## config.mk

```make
export PLATFORM = sky130hd
export DESIGN_NAME = event_status_top
export DESIGN_NICKNAME = d
export VERILOG_FILES = /design/src/rtl/evt_status_pkg.sv /design/src/rtl/read_clear_flags.sv /design/src/rtl/event_status_top.sv
export SDC_FILE = /design/constraint.sdc
export NUM_CORES = 1
export LEC_CHECK = 0
export ABC_CLOCK_PERIOD_IN_PS = 4400
export BUFFER_PORTS_ARGS = -buffer_cell sky130_fd_sc_hd__buf_4
export CORE_AREA = 2 2 122 124
export CTS_BUF_LIST = sky130_fd_sc_hd__clkbuf_8
export DETAILED_ROUTE_END_ITERATION = 8
export DIE_AREA = 0 0 124 126
export SLEW_MARGIN = 5
export SYNTH_ARGS = -nofsm -noshare
export SYNTH_HDL_FRONTEND = slang
export SYNTH_SLANG_ARGS = --single-unit
```

## constraint.sdc

```tcl
create_clock -name mclk -period 4.4 [get_ports mclk]
set_input_delay 0.44 -clock mclk [delete_from_list [all_inputs] [get_ports mclk]]
set_output_delay 0.44 -clock mclk [all_outputs]
set_load 0.02 [all_outputs]
```

## src/rtl/evt_status_pkg.sv

```systemverilog
// Constants and carrier types for the pin and timing event status block
package evt_status_pkg;
    localparam int ADDR_W = 8;
    localparam int DATA_W = 32;
    localparam int REG_W = 16;
    localparam int PIN_N = 7;
    localparam int UPPER_FIRST_PIN = 3;
    // Register indices; the byte address is four times the index
    localparam logic [5:0] IDX_PIN_MODE_ONE = 6'h01;
    localparam logic [5:0] IDX_PIN_MODE_TWO = 6'h02;
    localparam logic [5:0] IDX_PIN_STATUS = 6'h03;
    localparam logic [5:0] IDX_EVT_FLAGS = 6'h04;
    localparam logic [5:0] IDX_EVT_ENABLE = 6'h05;
    // Reset values
    localparam logic [15:0] RST_PIN_MODE_ONE = 16'h0000;
    localparam logic [15:0] RST_PIN_MODE_TWO = 16'h0000;
    localparam logic [15:0] RST_EVT_ENABLE = 16'h0000;
    // Writable bits of the read-write registers
    localparam logic [15:0] MASK_PIN_MODE_ONE = 16'h7fff;
    localparam logic [15:0] MASK_PIN_MODE_TWO = 16'h3fff;
    localparam logic [15:0] MASK_EVT_ENABLE = 16'h3fff;
    // Field positions
    localparam int UPPER_SEL_BIT = 13;
    localparam int LOWER_SEL_BIT = 12;
    localparam int PIN_LATCH_LSB = 8;
    localparam int PIN_LEVEL_LSB = 0;
    localparam int SUMMARY_BIT = 14;
    localparam int IRQ_PIN_SEL_LSB = 0;
    localparam logic [2:0] IRQ_PIN_MODE = 3'h5;
    // Timing event bit positions
    localparam int BIT_TIME_ADJ = 0;
    localparam int BIT_GEN1_EVT = 1;
    localparam int BIT_GEN1_SEQ = 2;
    localparam int BIT_GEN1_FREE = 3;
    localparam int BIT_GEN2_EVT = 4;
    localparam int BIT_GEN2_SEQ = 5;
    localparam int BIT_GEN2_FREE = 6;
    localparam int BIT_STAMP1_FILLED = 8;
    localparam int BIT_STAMP1_OVFL = 9;
    localparam int STAMP_STRIDE = 2;
    localparam int GEN_STRIDE = 3;

    typedef struct packed {
        logic psel;
        logic penable;
        logic pwrite;
        logic [ADDR_W-1:0] paddr;
        logic [3:0] pstrb;
        logic [DATA_W-1:0] pwdata;
    } apb_req_t;

    typedef struct packed {
        logic pready;
        logic pslverr;
        logic [DATA_W-1:0] prdata;
    } apb_rsp_t;

    // Index 0 is timestamp FIFO one or event generator one
    typedef struct packed {
        logic [2:0] stamp_overflow;
        logic [2:0] stamp_not_empty;
        logic [1:0] gen_fifo_full;
        logic [1:0] gen_sequence_done;
        logic [1:0] gen_event_done;
        logic [1:0] gen_event_marked;
        logic time_adjust_done;
    } timing_events_t;
endpackage

```

## src/rtl/read_clear_flags.sv

```systemverilog
// Bank of latch-high flags cleared selectively by a register read
`timescale 1ns/1ps
`default_nettype none
module read_clear_flags #(
    parameter int W = 8
) (
    input wire logic mclk,
    input wire logic sys_rst,
    input wire logic [W-1:0] set_vec,
    input wire logic [W-1:0] clr_vec,
    output logic [W-1:0] flags
);
    logic [W-1:0] flags_ff;
    logic [W-1:0] nxt_flags;

    // Only the bits software actually saw are cleared; a new event wins
    assign nxt_flags = (flags_ff & ~clr_vec) | set_vec;
    assign flags = flags_ff;

    always_ff @(posedge mclk)
    begin
        if (sys_rst)
        begin
            flags_ff <= '0;
        end
        else
        begin
            flags_ff <= nxt_flags;
        end
    end
endmodule
`default_nettype wire

```

## src/rtl/event_status_top.sv

```systemverilog
// Pin edge status and timing event interrupt collection behind APB
//
// Summary of operation
// - Pins four-seven latch chosen edge, bits 14:11
// - Pins one-three latch chosen edge, bits 10:8
// - Latched flags report event since read
// - Live pin levels in bits 6:0
// - Summary bit 14 ORs enabled latched events
// - Combined interrupt can drive a pin
// - Stamp FIFO overflow latches bits 13,11,9
// - Stamp FIFO empty-to-filled latches 12,10,8
// - Generator FIFO full-to-not-full latches 6,3
// - Generator sequence done latches 5,2
// - Marked generator event done latches 4,1
// - Time adjustment done latches bit 0
// - Flag sets on event, clears on read
// - Edge select: 0 falling, 1 rising
// - Per-flag enable gates the summary
//
// Decided for this implementation: register access over APB.
`timescale 1ns/1ps
`default_nettype none
module event_status_top (
    input wire logic mclk,
    input wire logic sys_rst,
    input wire evt_status_pkg::apb_req_t apb_req,
    output var evt_status_pkg::apb_rsp_t apb_rsp,
    input wire logic [evt_status_pkg::PIN_N-1:0] pin_level_in,
    input wire evt_status_pkg::timing_events_t timing_evt,
    output logic irq_pin_out,
    output logic irq_pin_oe
);
    localparam int PN = evt_status_pkg::PIN_N;
    localparam int RW = evt_status_pkg::REG_W;

    // True when the APB byte address selects the register at this index
    // Unaligned byte addresses never match, so they are refused
    function automatic logic reg_hit(
        input logic [evt_status_pkg::ADDR_W-1:0] addr,
        input logic [5:0] idx
    );
        reg_hit = (addr == {idx, 2'b00});
    endfunction

    // Byte-lane merge for the low half of the data bus
    // Read-only bits keep their stored value whatever the strobes say
    function automatic logic [15:0] lane_merge(
        input logic [15:0] old_val,
        input logic [15:0] new_val,
        input logic [1:0] strb,
        input logic [15:0] wmask
    );
        logic [15:0] merged;
        merged = old_val;
        if (strb[0])
        begin
            merged[7:0] = new_val[7:0];
        end
        if (strb[1])
        begin
            merged[15:8] = new_val[15:8];
        end
        lane_merge = (merged & wmask) | (old_val & ~wmask);
    endfunction

    // Picks the transition that a group's select asks for: 0 falling, 1 rising
    function automatic logic edge_pick(
        input logic rise,
        input logic fall,
        input logic sel
    );
        edge_pick = sel ? rise : fall;
    endfunction

    // Registers
    logic [RW-1:0] mode_one_ff;
    logic [RW-1:0] mode_two_ff;
    logic [RW-1:0] enable_ff;
    logic [PN-1:0] pin_prev_ff;
    logic [2:0] filled_prev_ff;
    logic [1:0] full_prev_ff;
    logic primed_ff;
    logic pready_ff;
    logic pslverr_ff;
    logic [evt_status_pkg::DATA_W-1:0] prdata_ff;
    logic irq_pin_out_ff;
    logic irq_pin_oe_ff;

    // Next values
    logic nxt_pready;
    logic nxt_pslverr;
    logic [evt_status_pkg::DATA_W-1:0] nxt_prdata;
    logic [RW-1:0] nxt_mode_one;
    logic [RW-1:0] nxt_mode_two;
    logic [RW-1:0] nxt_enable;

    // Every transfer spends two cycles in the access phase: the first edge
    // captures the read image, the second completes with pready high. The
    // image is taken a cycle early so that prdata comes straight from a flop.
    // APB phase decode
    wire access_phase = apb_req.psel & apb_req.penable;
    wire capture = access_phase & ~pready_ff;
    wire done = access_phase & pready_ff;
    wire wr_done = done & apb_req.pwrite;
    wire rd_done = done & ~apb_req.pwrite;

    wire hit_mode_one = reg_hit(apb_req.paddr, evt_status_pkg::IDX_PIN_MODE_ONE);
    wire hit_mode_two = reg_hit(apb_req.paddr, evt_status_pkg::IDX_PIN_MODE_TWO);
    wire hit_pin_status = reg_hit(apb_req.paddr, evt_status_pkg::IDX_PIN_STATUS);
    wire hit_evt_flags = reg_hit(apb_req.paddr, evt_status_pkg::IDX_EVT_FLAGS);
    wire hit_evt_enable = reg_hit(apb_req.paddr, evt_status_pkg::IDX_EVT_ENABLE);
    wire hit_any = hit_mode_one | hit_mode_two | hit_pin_status
        | hit_evt_flags | hit_evt_enable;

    // Pin edge detection; pins are taken as synchronous, so no synchroniser
    // stands in front of the previous-sample store
    wire upper_sel = mode_two_ff[evt_status_pkg::UPPER_SEL_BIT];
    wire lower_sel = mode_two_ff[evt_status_pkg::LOWER_SEL_BIT];
    wire [PN-1:0] pin_rise = pin_level_in & ~pin_prev_ff;
    wire [PN-1:0] pin_fall = ~pin_level_in & pin_prev_ff;
    logic [PN-1:0] pin_edge;

    genvar gi;
    generate
        for (gi = 0; gi < PN; gi++)
        begin : g_pin
            if (gi >= evt_status_pkg::UPPER_FIRST_PIN)
            begin : g_upper
                // Upper group follows its own select
                assign pin_edge[gi] = primed_ff
                    & edge_pick(pin_rise[gi], pin_fall[gi], upper_sel);
            end
            else
            begin : g_lower
                assign pin_edge[gi] = primed_ff
                    & edge_pick(pin_rise[gi], pin_fall[gi], lower_sel);
            end
        end
    endgenerate

    // Timing event set vector
    // Levels are edge-detected here; pulses pass straight through
    wire [2:0] filled_rise = timing_evt.stamp_not_empty & ~filled_prev_ff;
    wire [1:0] space_freed = ~timing_evt.gen_fifo_full & full_prev_ff;
    wire [1:0] marked_done = timing_evt.gen_event_done & timing_evt.gen_event_marked;
    logic [RW-1:0] evt_set;

    assign evt_set[evt_status_pkg::BIT_TIME_ADJ] = timing_evt.time_adjust_done;
    // Positions with no event source never set
    assign evt_set[7] = 1'b0;
    assign evt_set[15:14] = 2'b00;

    generate
        for (gi = 0; gi < 3; gi++)
        begin : g_stamp
            localparam int NE_POS =
                evt_status_pkg::BIT_STAMP1_FILLED + gi * evt_status_pkg::STAMP_STRIDE;
            localparam int OF_POS =
                evt_status_pkg::BIT_STAMP1_OVFL + gi * evt_status_pkg::STAMP_STRIDE;
            // Level input: only the empty-to-filled step counts
            assign evt_set[NE_POS] = primed_ff & filled_rise[gi];
            // Overflow arrives as a pulse and latches as it comes
            assign evt_set[OF_POS] = timing_evt.stamp_overflow[gi];
        end
        for (gi = 0; gi < 2; gi++)
        begin : g_gen
            localparam int EVT_POS =
                evt_status_pkg::BIT_GEN1_EVT + gi * evt_status_pkg::GEN_STRIDE;
            localparam int SEQ_POS =
                evt_status_pkg::BIT_GEN1_SEQ + gi * evt_status_pkg::GEN_STRIDE;
            localparam int FREE_POS =
                evt_status_pkg::BIT_GEN1_FREE + gi * evt_status_pkg::GEN_STRIDE;
            // Unmarked completions are ignored
            assign evt_set[EVT_POS] = marked_done[gi];
            // Sequence completion is a pulse, so no edge detection
            assign evt_set[SEQ_POS] = timing_evt.gen_sequence_done[gi];
            assign evt_set[FREE_POS] = primed_ff & space_freed[gi];
        end
    endgenerate

    // Flag banks
    logic [PN-1:0] pin_flags;
    logic [RW-1:0] evt_flags;
    logic [PN-1:0] pin_clr;
    logic [RW-1:0] evt_clr;

    // A read clears only on its completing edge, never on a refused access
    wire pin_rd_clear = rd_done & hit_pin_status;
    wire evt_rd_clear = rd_done & hit_evt_flags;

    // The read data captured a cycle earlier decides which bits clear
    assign pin_clr = pin_rd_clear
        ? prdata_ff[evt_status_pkg::PIN_LATCH_LSB +: PN]
        : '0;
    assign evt_clr = evt_rd_clear
        ? {2'b00, prdata_ff[13:0]}
        : '0;

    read_clear_flags #(
        .W(PN)
    ) u_pin_flags (
        .mclk(mclk),
        .sys_rst(sys_rst),
        .set_vec(pin_edge),
        .clr_vec(pin_clr),
        .flags(pin_flags)
    );

    read_clear_flags #(
        .W(RW)
    ) u_evt_flags (
        .mclk(mclk),
        .sys_rst(sys_rst),
        .set_vec(evt_set),
        .clr_vec(evt_clr),
        .flags(evt_flags)
    );

    // Summary is combinational over the latched flags, never latched itself
    // The pin output follows one edge later, from its own flop
    wire summary = |(evt_flags & enable_ff);

    // Read images
    // Reserved positions read low: tied in the images, except event flag bit 7, a stored flag that never sets
    wire [RW-1:0] pin_status_img = {1'b0, pin_flags, 1'b0, pin_level_in};
    wire [RW-1:0] evt_flags_img = {1'b0, summary, evt_flags[13:0]};

    always_comb
    begin
        nxt_prdata = prdata_ff;
        nxt_pslverr = pslverr_ff;
        if (capture)
        begin
            nxt_pslverr = ~hit_any;
            nxt_prdata = '0;
            if (!apb_req.pwrite)
            begin
                unique case (1'b1)
                    hit_mode_one: nxt_prdata[RW-1:0] = mode_one_ff;
                    hit_mode_two: nxt_prdata[RW-1:0] = mode_two_ff;
                    hit_pin_status: nxt_prdata[RW-1:0] = pin_status_img;
                    hit_evt_flags: nxt_prdata[RW-1:0] = evt_flags_img;
                    hit_evt_enable: nxt_prdata[RW-1:0] = enable_ff;
                    default: nxt_prdata = '0;
                endcase
            end
        end
        else if (done)
        begin
            nxt_pslverr = 1'b0;
        end
    end

    assign nxt_pready = capture;

    // Register writes take effect on the completing edge only
    assign nxt_mode_one = (wr_done & hit_mode_one)
        ? lane_merge(mode_one_ff, apb_req.pwdata[15:0], apb_req.pstrb[1:0],
            evt_status_pkg::MASK_PIN_MODE_ONE)
        : mode_one_ff;
    assign nxt_mode_two = (wr_done & hit_mode_two)
        ? lane_merge(mode_two_ff, apb_req.pwdata[15:0], apb_req.pstrb[1:0],
            evt_status_pkg::MASK_PIN_MODE_TWO)
        : mode_two_ff;
    assign nxt_enable = (wr_done & hit_evt_enable)
        ? lane_merge(enable_ff, apb_req.pwdata[15:0], apb_req.pstrb[1:0],
            evt_status_pkg::MASK_EVT_ENABLE)
        : enable_ff;

    // Only the lowest mode field of the first pin control register can route
    // the interrupt; any other code leaves the pin undriven
    wire irq_pin_selected = mode_one_ff[evt_status_pkg::IRQ_PIN_SEL_LSB +: 3]
        == evt_status_pkg::IRQ_PIN_MODE;

    // Software-written controls
    always_ff @(posedge mclk)
    begin
        if (sys_rst)
        begin
            mode_one_ff <= evt_status_pkg::RST_PIN_MODE_ONE;
            mode_two_ff <= evt_status_pkg::RST_PIN_MODE_TWO;
            enable_ff <= evt_status_pkg::RST_EVT_ENABLE;
        end
        else
        begin
            mode_one_ff <= nxt_mode_one;
            mode_two_ff <= nxt_mode_two;
            enable_ff <= nxt_enable;
        end
    end

    // Previous-sample stores; primed_ff suppresses false edges after reset
    // Without it a level already high at release would read as a fresh edge
    always_ff @(posedge mclk)
    begin
        if (sys_rst)
        begin
            pin_prev_ff <= '0;
            filled_prev_ff <= '0;
            full_prev_ff <= '0;
            primed_ff <= 1'b0;
        end
        else
        begin
            pin_prev_ff <= pin_level_in;
            filled_prev_ff <= timing_evt.stamp_not_empty;
            full_prev_ff <= timing_evt.gen_fifo_full;
            primed_ff <= 1'b1;
        end
    end

    // Bus response flops; pslverr stands only while pready does
    always_ff @(posedge mclk)
    begin
        if (sys_rst)
        begin
            pready_ff <= 1'b0;
            pslverr_ff <= 1'b0;
            prdata_ff <= '0;
        end
        else
        begin
            pready_ff <= nxt_pready;
            pslverr_ff <= nxt_pslverr;
            prdata_ff <= nxt_prdata;
        end
    end

    // Pin driven only in interrupt mode; a disabled pin is left undriven
    always_ff @(posedge mclk)
    begin
        if (sys_rst)
        begin
            irq_pin_out_ff <= 1'b0;
            irq_pin_oe_ff <= 1'b0;
        end
        else
        begin
            irq_pin_out_ff <= summary;
            irq_pin_oe_ff <= irq_pin_selected;
        end
    end

    assign apb_rsp.pready = pready_ff;
    assign apb_rsp.pslverr = pslverr_ff;
    assign apb_rsp.prdata = prdata_ff;
    assign irq_pin_out = irq_pin_out_ff;
    assign irq_pin_oe = irq_pin_oe_ff;
endmodule
`default_nettype wire

```

**Word level (Yosys, flattened, before mapping)**

Index checks and enable logic that the tools add are counted.

- Equal/unequal tests: 6
- Reduce and logical (&&, ||, !) cells: 2
- Multiplexer cells: 20
- Bitwise logic cells: 48

Operators with widths:

| cell | number |
|---|---|
| $pmux 16 s5 | 1 |
| $and 16x16->16 | 2 |
| $or 14x16->16 | 2 |
| $mux 8 | 3 |
| $and 1x1->1 | 22 |
| $and 7x7->7 | 3 |
| $not 7->7 | 3 |
| $eq 8x4->1 const B | 2 |
| $eq 8x5->1 const B | 2 |
| $mux 16 | 1 |
| $not 14->16 | 1 |
| $or 15x16->16 | 1 |
| $or 16x14->16 | 1 |
| $reduce_or 16->1 | 1 |
| $mux 14 | 1 |
| $mux 7 | 2 |
| $mux 6 | 2 |
| $mux 1 | 10 |
| $eq 8x3->1 const B | 1 |
| $or 7x7->7 | 1 |
| $and 2x2->2 | 2 |
| $or 1x1->1 | 4 |
| $and 3x3->3 | 1 |
| $eq 3x3->1 const B | 1 |
| other kinds (4) | 6 |

- Output and inout bits: 36
- Register bits after elaboration: 120
- Input bits: 71

**Depth between registers and ports, before layout**

- Word-level depth: 8
- Depth in mapped cells: 6
- Mapped depth without buffers: 4

**By module**

From an unflattened synthesis, not the netlist that was laid out.

- Cells, all modules: 509
- Area, all modules: 4,709.5 µm²

By module, submodules not included:

| module | cells an instance | area each (µm²) | seq. area each (µm²) | times used |
|---|---|---|---|---|
| event_status_top | 415 | 3,782.4 | 1,521.5 | 1 |
| read_clear_flags at u_evt_flags | 66 | 629.4 | 320.3 | 1 |
| read_clear_flags at u_pin_flags | 28 | 297.8 | 140.1 | 1 |

**Worst setup path after synthesis**

No wires, ideal clock.

- Kind: input to register
- Start point: input apb_req[41] (netlist bit)
- End point: register u_evt_flags.flags_ff[11], in the netlist u_evt_flags.flags[11]
- Setup slack: 2.577 ns
- Buffers on the path: 1
- Cell stages on the path: 5
- Arrival: 1.708 ns
- Data required time: 4.285 ns
- Path through: or3_1 nor4_4 buf_4 a21boi_1 o21a_1

- Word-level cells in the longest chain between the ends: 6

Ends and longest elaborated chain:

| element | RTL line | text |
|---|---|---|
| start: declaration | event_status_top.sv:26 | `input wire evt_status_pkg::apb_req_t apb_req,` |
| $eq 8x5->1 | event_status_top.sv:42 | `reg_hit = (addr == {idx, 2'b00});` |
| $and 1x1->1 | event_status_top.sv:189 | `wire evt_rd_clear = rd_done & hit_evt_flags;` |
| $mux 14 | event_status_top.sv:196 | `? {2'b00, prdata_ff[13:0]}` |
| $not 14->16 | read_clear_flags.sv:17 | `assign nxt_flags = (flags_ff & ~clr_vec) \| set_vec;` |
| $and 16x16->16 | read_clear_flags.sv:17 |  |
| $or 16x14->16 | read_clear_flags.sv:17 |  |
| end signal: assignment | read_clear_flags.sv:28 | `flags_ff <= nxt_flags;` |
| end: declaration | read_clear_flags.sv:13 | `logic [W-1:0] flags_ff;` |

No other way between the ends.
A chain may end at the register's enable or synchronous reset.

**Final worst setup path**

- Start point: register pready_ff
- End point: register u_evt_flags.flags_ff[9], in the netlist u_evt_flags.flags[9]

- Word-level cells in the longest chain between the ends: 7

Ends and longest elaborated chain:

| element | RTL line | text |
|---|---|---|
| start: declaration | event_status_top.sv:83 | `logic pready_ff;` |
| start signal: assignment | event_status_top.sv:323 | `pready_ff <= nxt_pready;` |
| $and 1x1->1 | event_status_top.sv:103 | `wire done = access_phase & pready_ff;` |
| $and 1x1->1 | event_status_top.sv:105 | `wire rd_done = done & ~apb_req.pwrite;` |
| $and 1x1->1 | event_status_top.sv:189 |  |
| $mux 14 | event_status_top.sv:196 |  |
| $not 14->16 | read_clear_flags.sv:17 |  |
| $and 16x16->16 | read_clear_flags.sv:17 |  |
| $or 16x14->16 | read_clear_flags.sv:17 |  |

No other way between the ends.

==> key figures <==
Status
  • Status: finished clean

Logic synthesis
  • Mapped Area: 4384 um^2
  • Register bit total from synthesis: 97
  • Top FF cell, synth: dfxtp_1
  • Asr flop ratio synth: 0%
  • Cells after Synth: 455
  • Avg Cell Area, Syn: 9.636 um^2
  • Sequential cell area fraction in the yosys report: 44.29%
  • Synth warn: 0
  • Synth cell types: 49
  • Yosys top cell area share: 44.29%
  • EDFF count, synth: 0
  • Area contributors post-synth: dfxtp_1 (44%), mux2i_1 (13%), nor2_1 (4.6%), a22oi_1 (3.4%), o221ai_2 (3.4%)
  • Top cell type by total area after synthesis: dfxtp_1

Clock network
  • Hold buffers post-CTS: 0
  • CTS tree: yes
  • Reg clk slew, reported paths: 0.10 ns
  • Max clock buf depth: 2
  • Num CTS Buffers: 9
  • CTS H-Tree Depth: 3
  • Clock root buffer: clkbuf_8
  • Clock sink count: 97
  • PostCTS Resize Cnt: 0
  • Clock latency on the worst-skew pair: 0.38 ns
  • Postcts setup bufs: 0

Timing
  • Final hold violation count: 0
  • RSZ-0062 raised after global routing: no
  • Clk_skew: 0.01182 ns
  • Max_slew headroom: 16.73%
  • Setup ws final: 1.954 ns
  • TNS Setup: 0 ns
  • Final Slew Violations: 0
  • Final period utilization: 55.59%
  • Fmax: 408.8 MHz
  • Tmin final: 2.446 ns
  • Count of final setup violators: 0
  • Worst Max-Slew Pin Slew: 1.246 ns

Floorplan
  • Total Die Area: 15620 um^2
  • Initial Util: 30.63%
  • Die Y: 126 um
  • I/O pins: 107
  • Floorplan Core Area: 14310 um^2
  • Chip width: 124 um
  • # rows: 44

Placement
  • Post-place setup slack: 1.704 ns
  • # port buffers: 71
  • Placed Cells: 681
  • DPL Wire Length: 9.022 mm
  • Routability congestion estimate: 0.7876

Flow run
  • Max-Cap Viols: 0

Drt
  • WL/cell: 18.31 um
  • Vias per inst: 5.112
  • 1st-pass router iterations: 4
  • DR iter-0 viols: 249
  • Via count: 3563
  • ANT nets after route: 0
  • DRC: 0
  • Post-Route WL: 12.76 mm

Global routing
  • Vias in the first global route: 3417
  • Initial antenna violation count: 0
  • Grt ovf: 0
  • Largest net degree at the start of global routing: 76
  • First-pass GRT wire length: 19.15 mm
  • GRT Util Overall: 16.44%

Worst setup path
  • Critical path type: reg -> reg
  • Top fanout value on the critical path: 14
  • Delay-heaviest family, CP: simple AND/OR/NAND/NOR gates
  • CP Cell Sequence: nand4b_1 > nor4_4 > a21boi_1 > o21a_1
  • CP arrival: 2.72 ns
  • Worst reg2reg path startpoint: pready_ff
  • CP Launch Type: flip-flop
  • Worst path bufs/invs: 0
  • Slowest CP cell: nor4_4
  • Slowest cell delay on critical path: 1.07 ns
  • Worst Path Required: 4.67 ns
  • CP endpoint kind: flip-flop
  • Crit. Startpoint: pready_ff

Finish
  • Commonest cells after routing, fill and taps aside: dfxtp_1 (97), buf_4 (72), mux2i_1 (57)
  • Commonest non-fill, non-tap cell in the layout: dfxtp_1
  • # diodes: 0
  • Layout Cells excl Fill: 697
  • Fill count: 1464
  • Layout cells sized above 1: 21.44%
  • Layout overhead on the synthesized area: 17.95%
  • Nets: 579

Pwr
  • Pwr Total: 1.675 mW
  • Pwr/cell area: 323.9 nW/um^2
  • Leakage power: 2.169 nW
  • Maximum VDD drop: 0.1604 mV

Hold path
  • Min-Delay Startpoint: timing_evt[13]
  • Hold Crit Class: in -> reg
-- cell usage after synthesis, types with 3 or more instances --
| master | n |
|---|---|
| dfxtp_1 | 97 |
| buf_2 | 5 |
| nand4_1 | 5 |
| a21bo_2 | 5 |
| a21boi_1 | 6 |
| o221ai_2 | 10 |
| nor3b_1 | 7 |
| o31ai_1 | 8 |
| o21ai_0 | 10 |
| o21a_1 | 7 |
| nor2_1 | 54 |
| a2bb2oi_1 | 14 |
| buf_4 | 19 |
| a22oi_1 | 20 |
| nor3_1 | 3 |
| nor2b_1 | 16 |
| nand3b_1 | 5 |
| nand2_1 | 36 |
| a21oi_1 | 16 |
| clkbuf_1 | 18 |
| mux2i_1 | 57 |
-- flip-flops by register name, summed over array words and instances (netlist names) --
name / cells
irq_pin_oe: 1
irq_pin_out: 1
prdata_ff: 16
pslverr_ff: 1
pready_ff: 1
primed_ff: 1
pin_prev_ff: 7
u_pin_flags.flags: 7
mode_two_ff: 14
enable_ff: 14
u_evt_flags.flags: 14
filled_prev_ff: 3
full_prev_ff: 2
mode_one_ff: 15
-- cells by family (layout without fill, tap and decap cells) --
| kind of cell | Yosys count | in the layout | share of synthesized area (%) |
|---|---|---|---|
| other | 1 | 16 | 0.08553 |
| buffers and inverters | 47 | 90 | 5.964 |
| AOI/OAI and AO/OA | 103 | 103 | 18.75 |
| DFF | 97 | 97 | 44.29 |
| muxes | 58 | 58 | 13.27 |
| and+or+nand+nor | 149 | 149 | 17.64 |
-- metal layers --
layer	global-route usage [%]	wire length, um	vias to the layer above
li1	-	-	1716
met2	25.86	5859	135
met1	22.01	5614	1697
met5	0	0	-
met3	4.212	1047	15
met4	5.221	237	0
-- path summary, 6_finish.rpt --
path	endpoint	cells past startpoint	slack, ns
max	u_evt_flags.flags[9]	4	1.95
min reg2reg	pslverr_ff	2	0.47
min	u_evt_flags.flags[11]	2	0.27
max reg2reg	u_evt_flags.flags[9]	4	1.95
-- stage by stage --
stage               area [um^2]  util (%)  hold slack [ns]
detailed placement         4957     34.63           0.4579
floorplan                  4441         -           0.4213
global route               5171     36.13           0.2581
global placement           4957     34.63           0.4477
CTS                        5171     36.13           0.2577
finish                     5171     36.13           0.2673
-- area by class of cell --
cell class | count | area, um^2 | area share, %
well taps | 184 | 230.2 | 4.452
clock buffers | 11 | 151.4 | 2.928
flip-flops and latches | 97 | 1942 | 37.55
multi-input cells | 326 | 2237 | 43.26
repair buffers | 72 | 540.5 | 10.45
clock inverters | 5 | 62.56 | 1.210
inverters | 2 | 7.507 | 0.1452
-- where the power goes --
part | leakage [nW] | internal, mW | switching (mW)
Sequential | 0.789 | 0.895 | 0.0132
Clock | 0.102 | 0.297 | 0.325
Combinational | 1.28 | 0.0630 | 0.0823
Total | 2.17 | 1.25 | 0.420
Note: power is estimated with default switching activity, not from simulation.
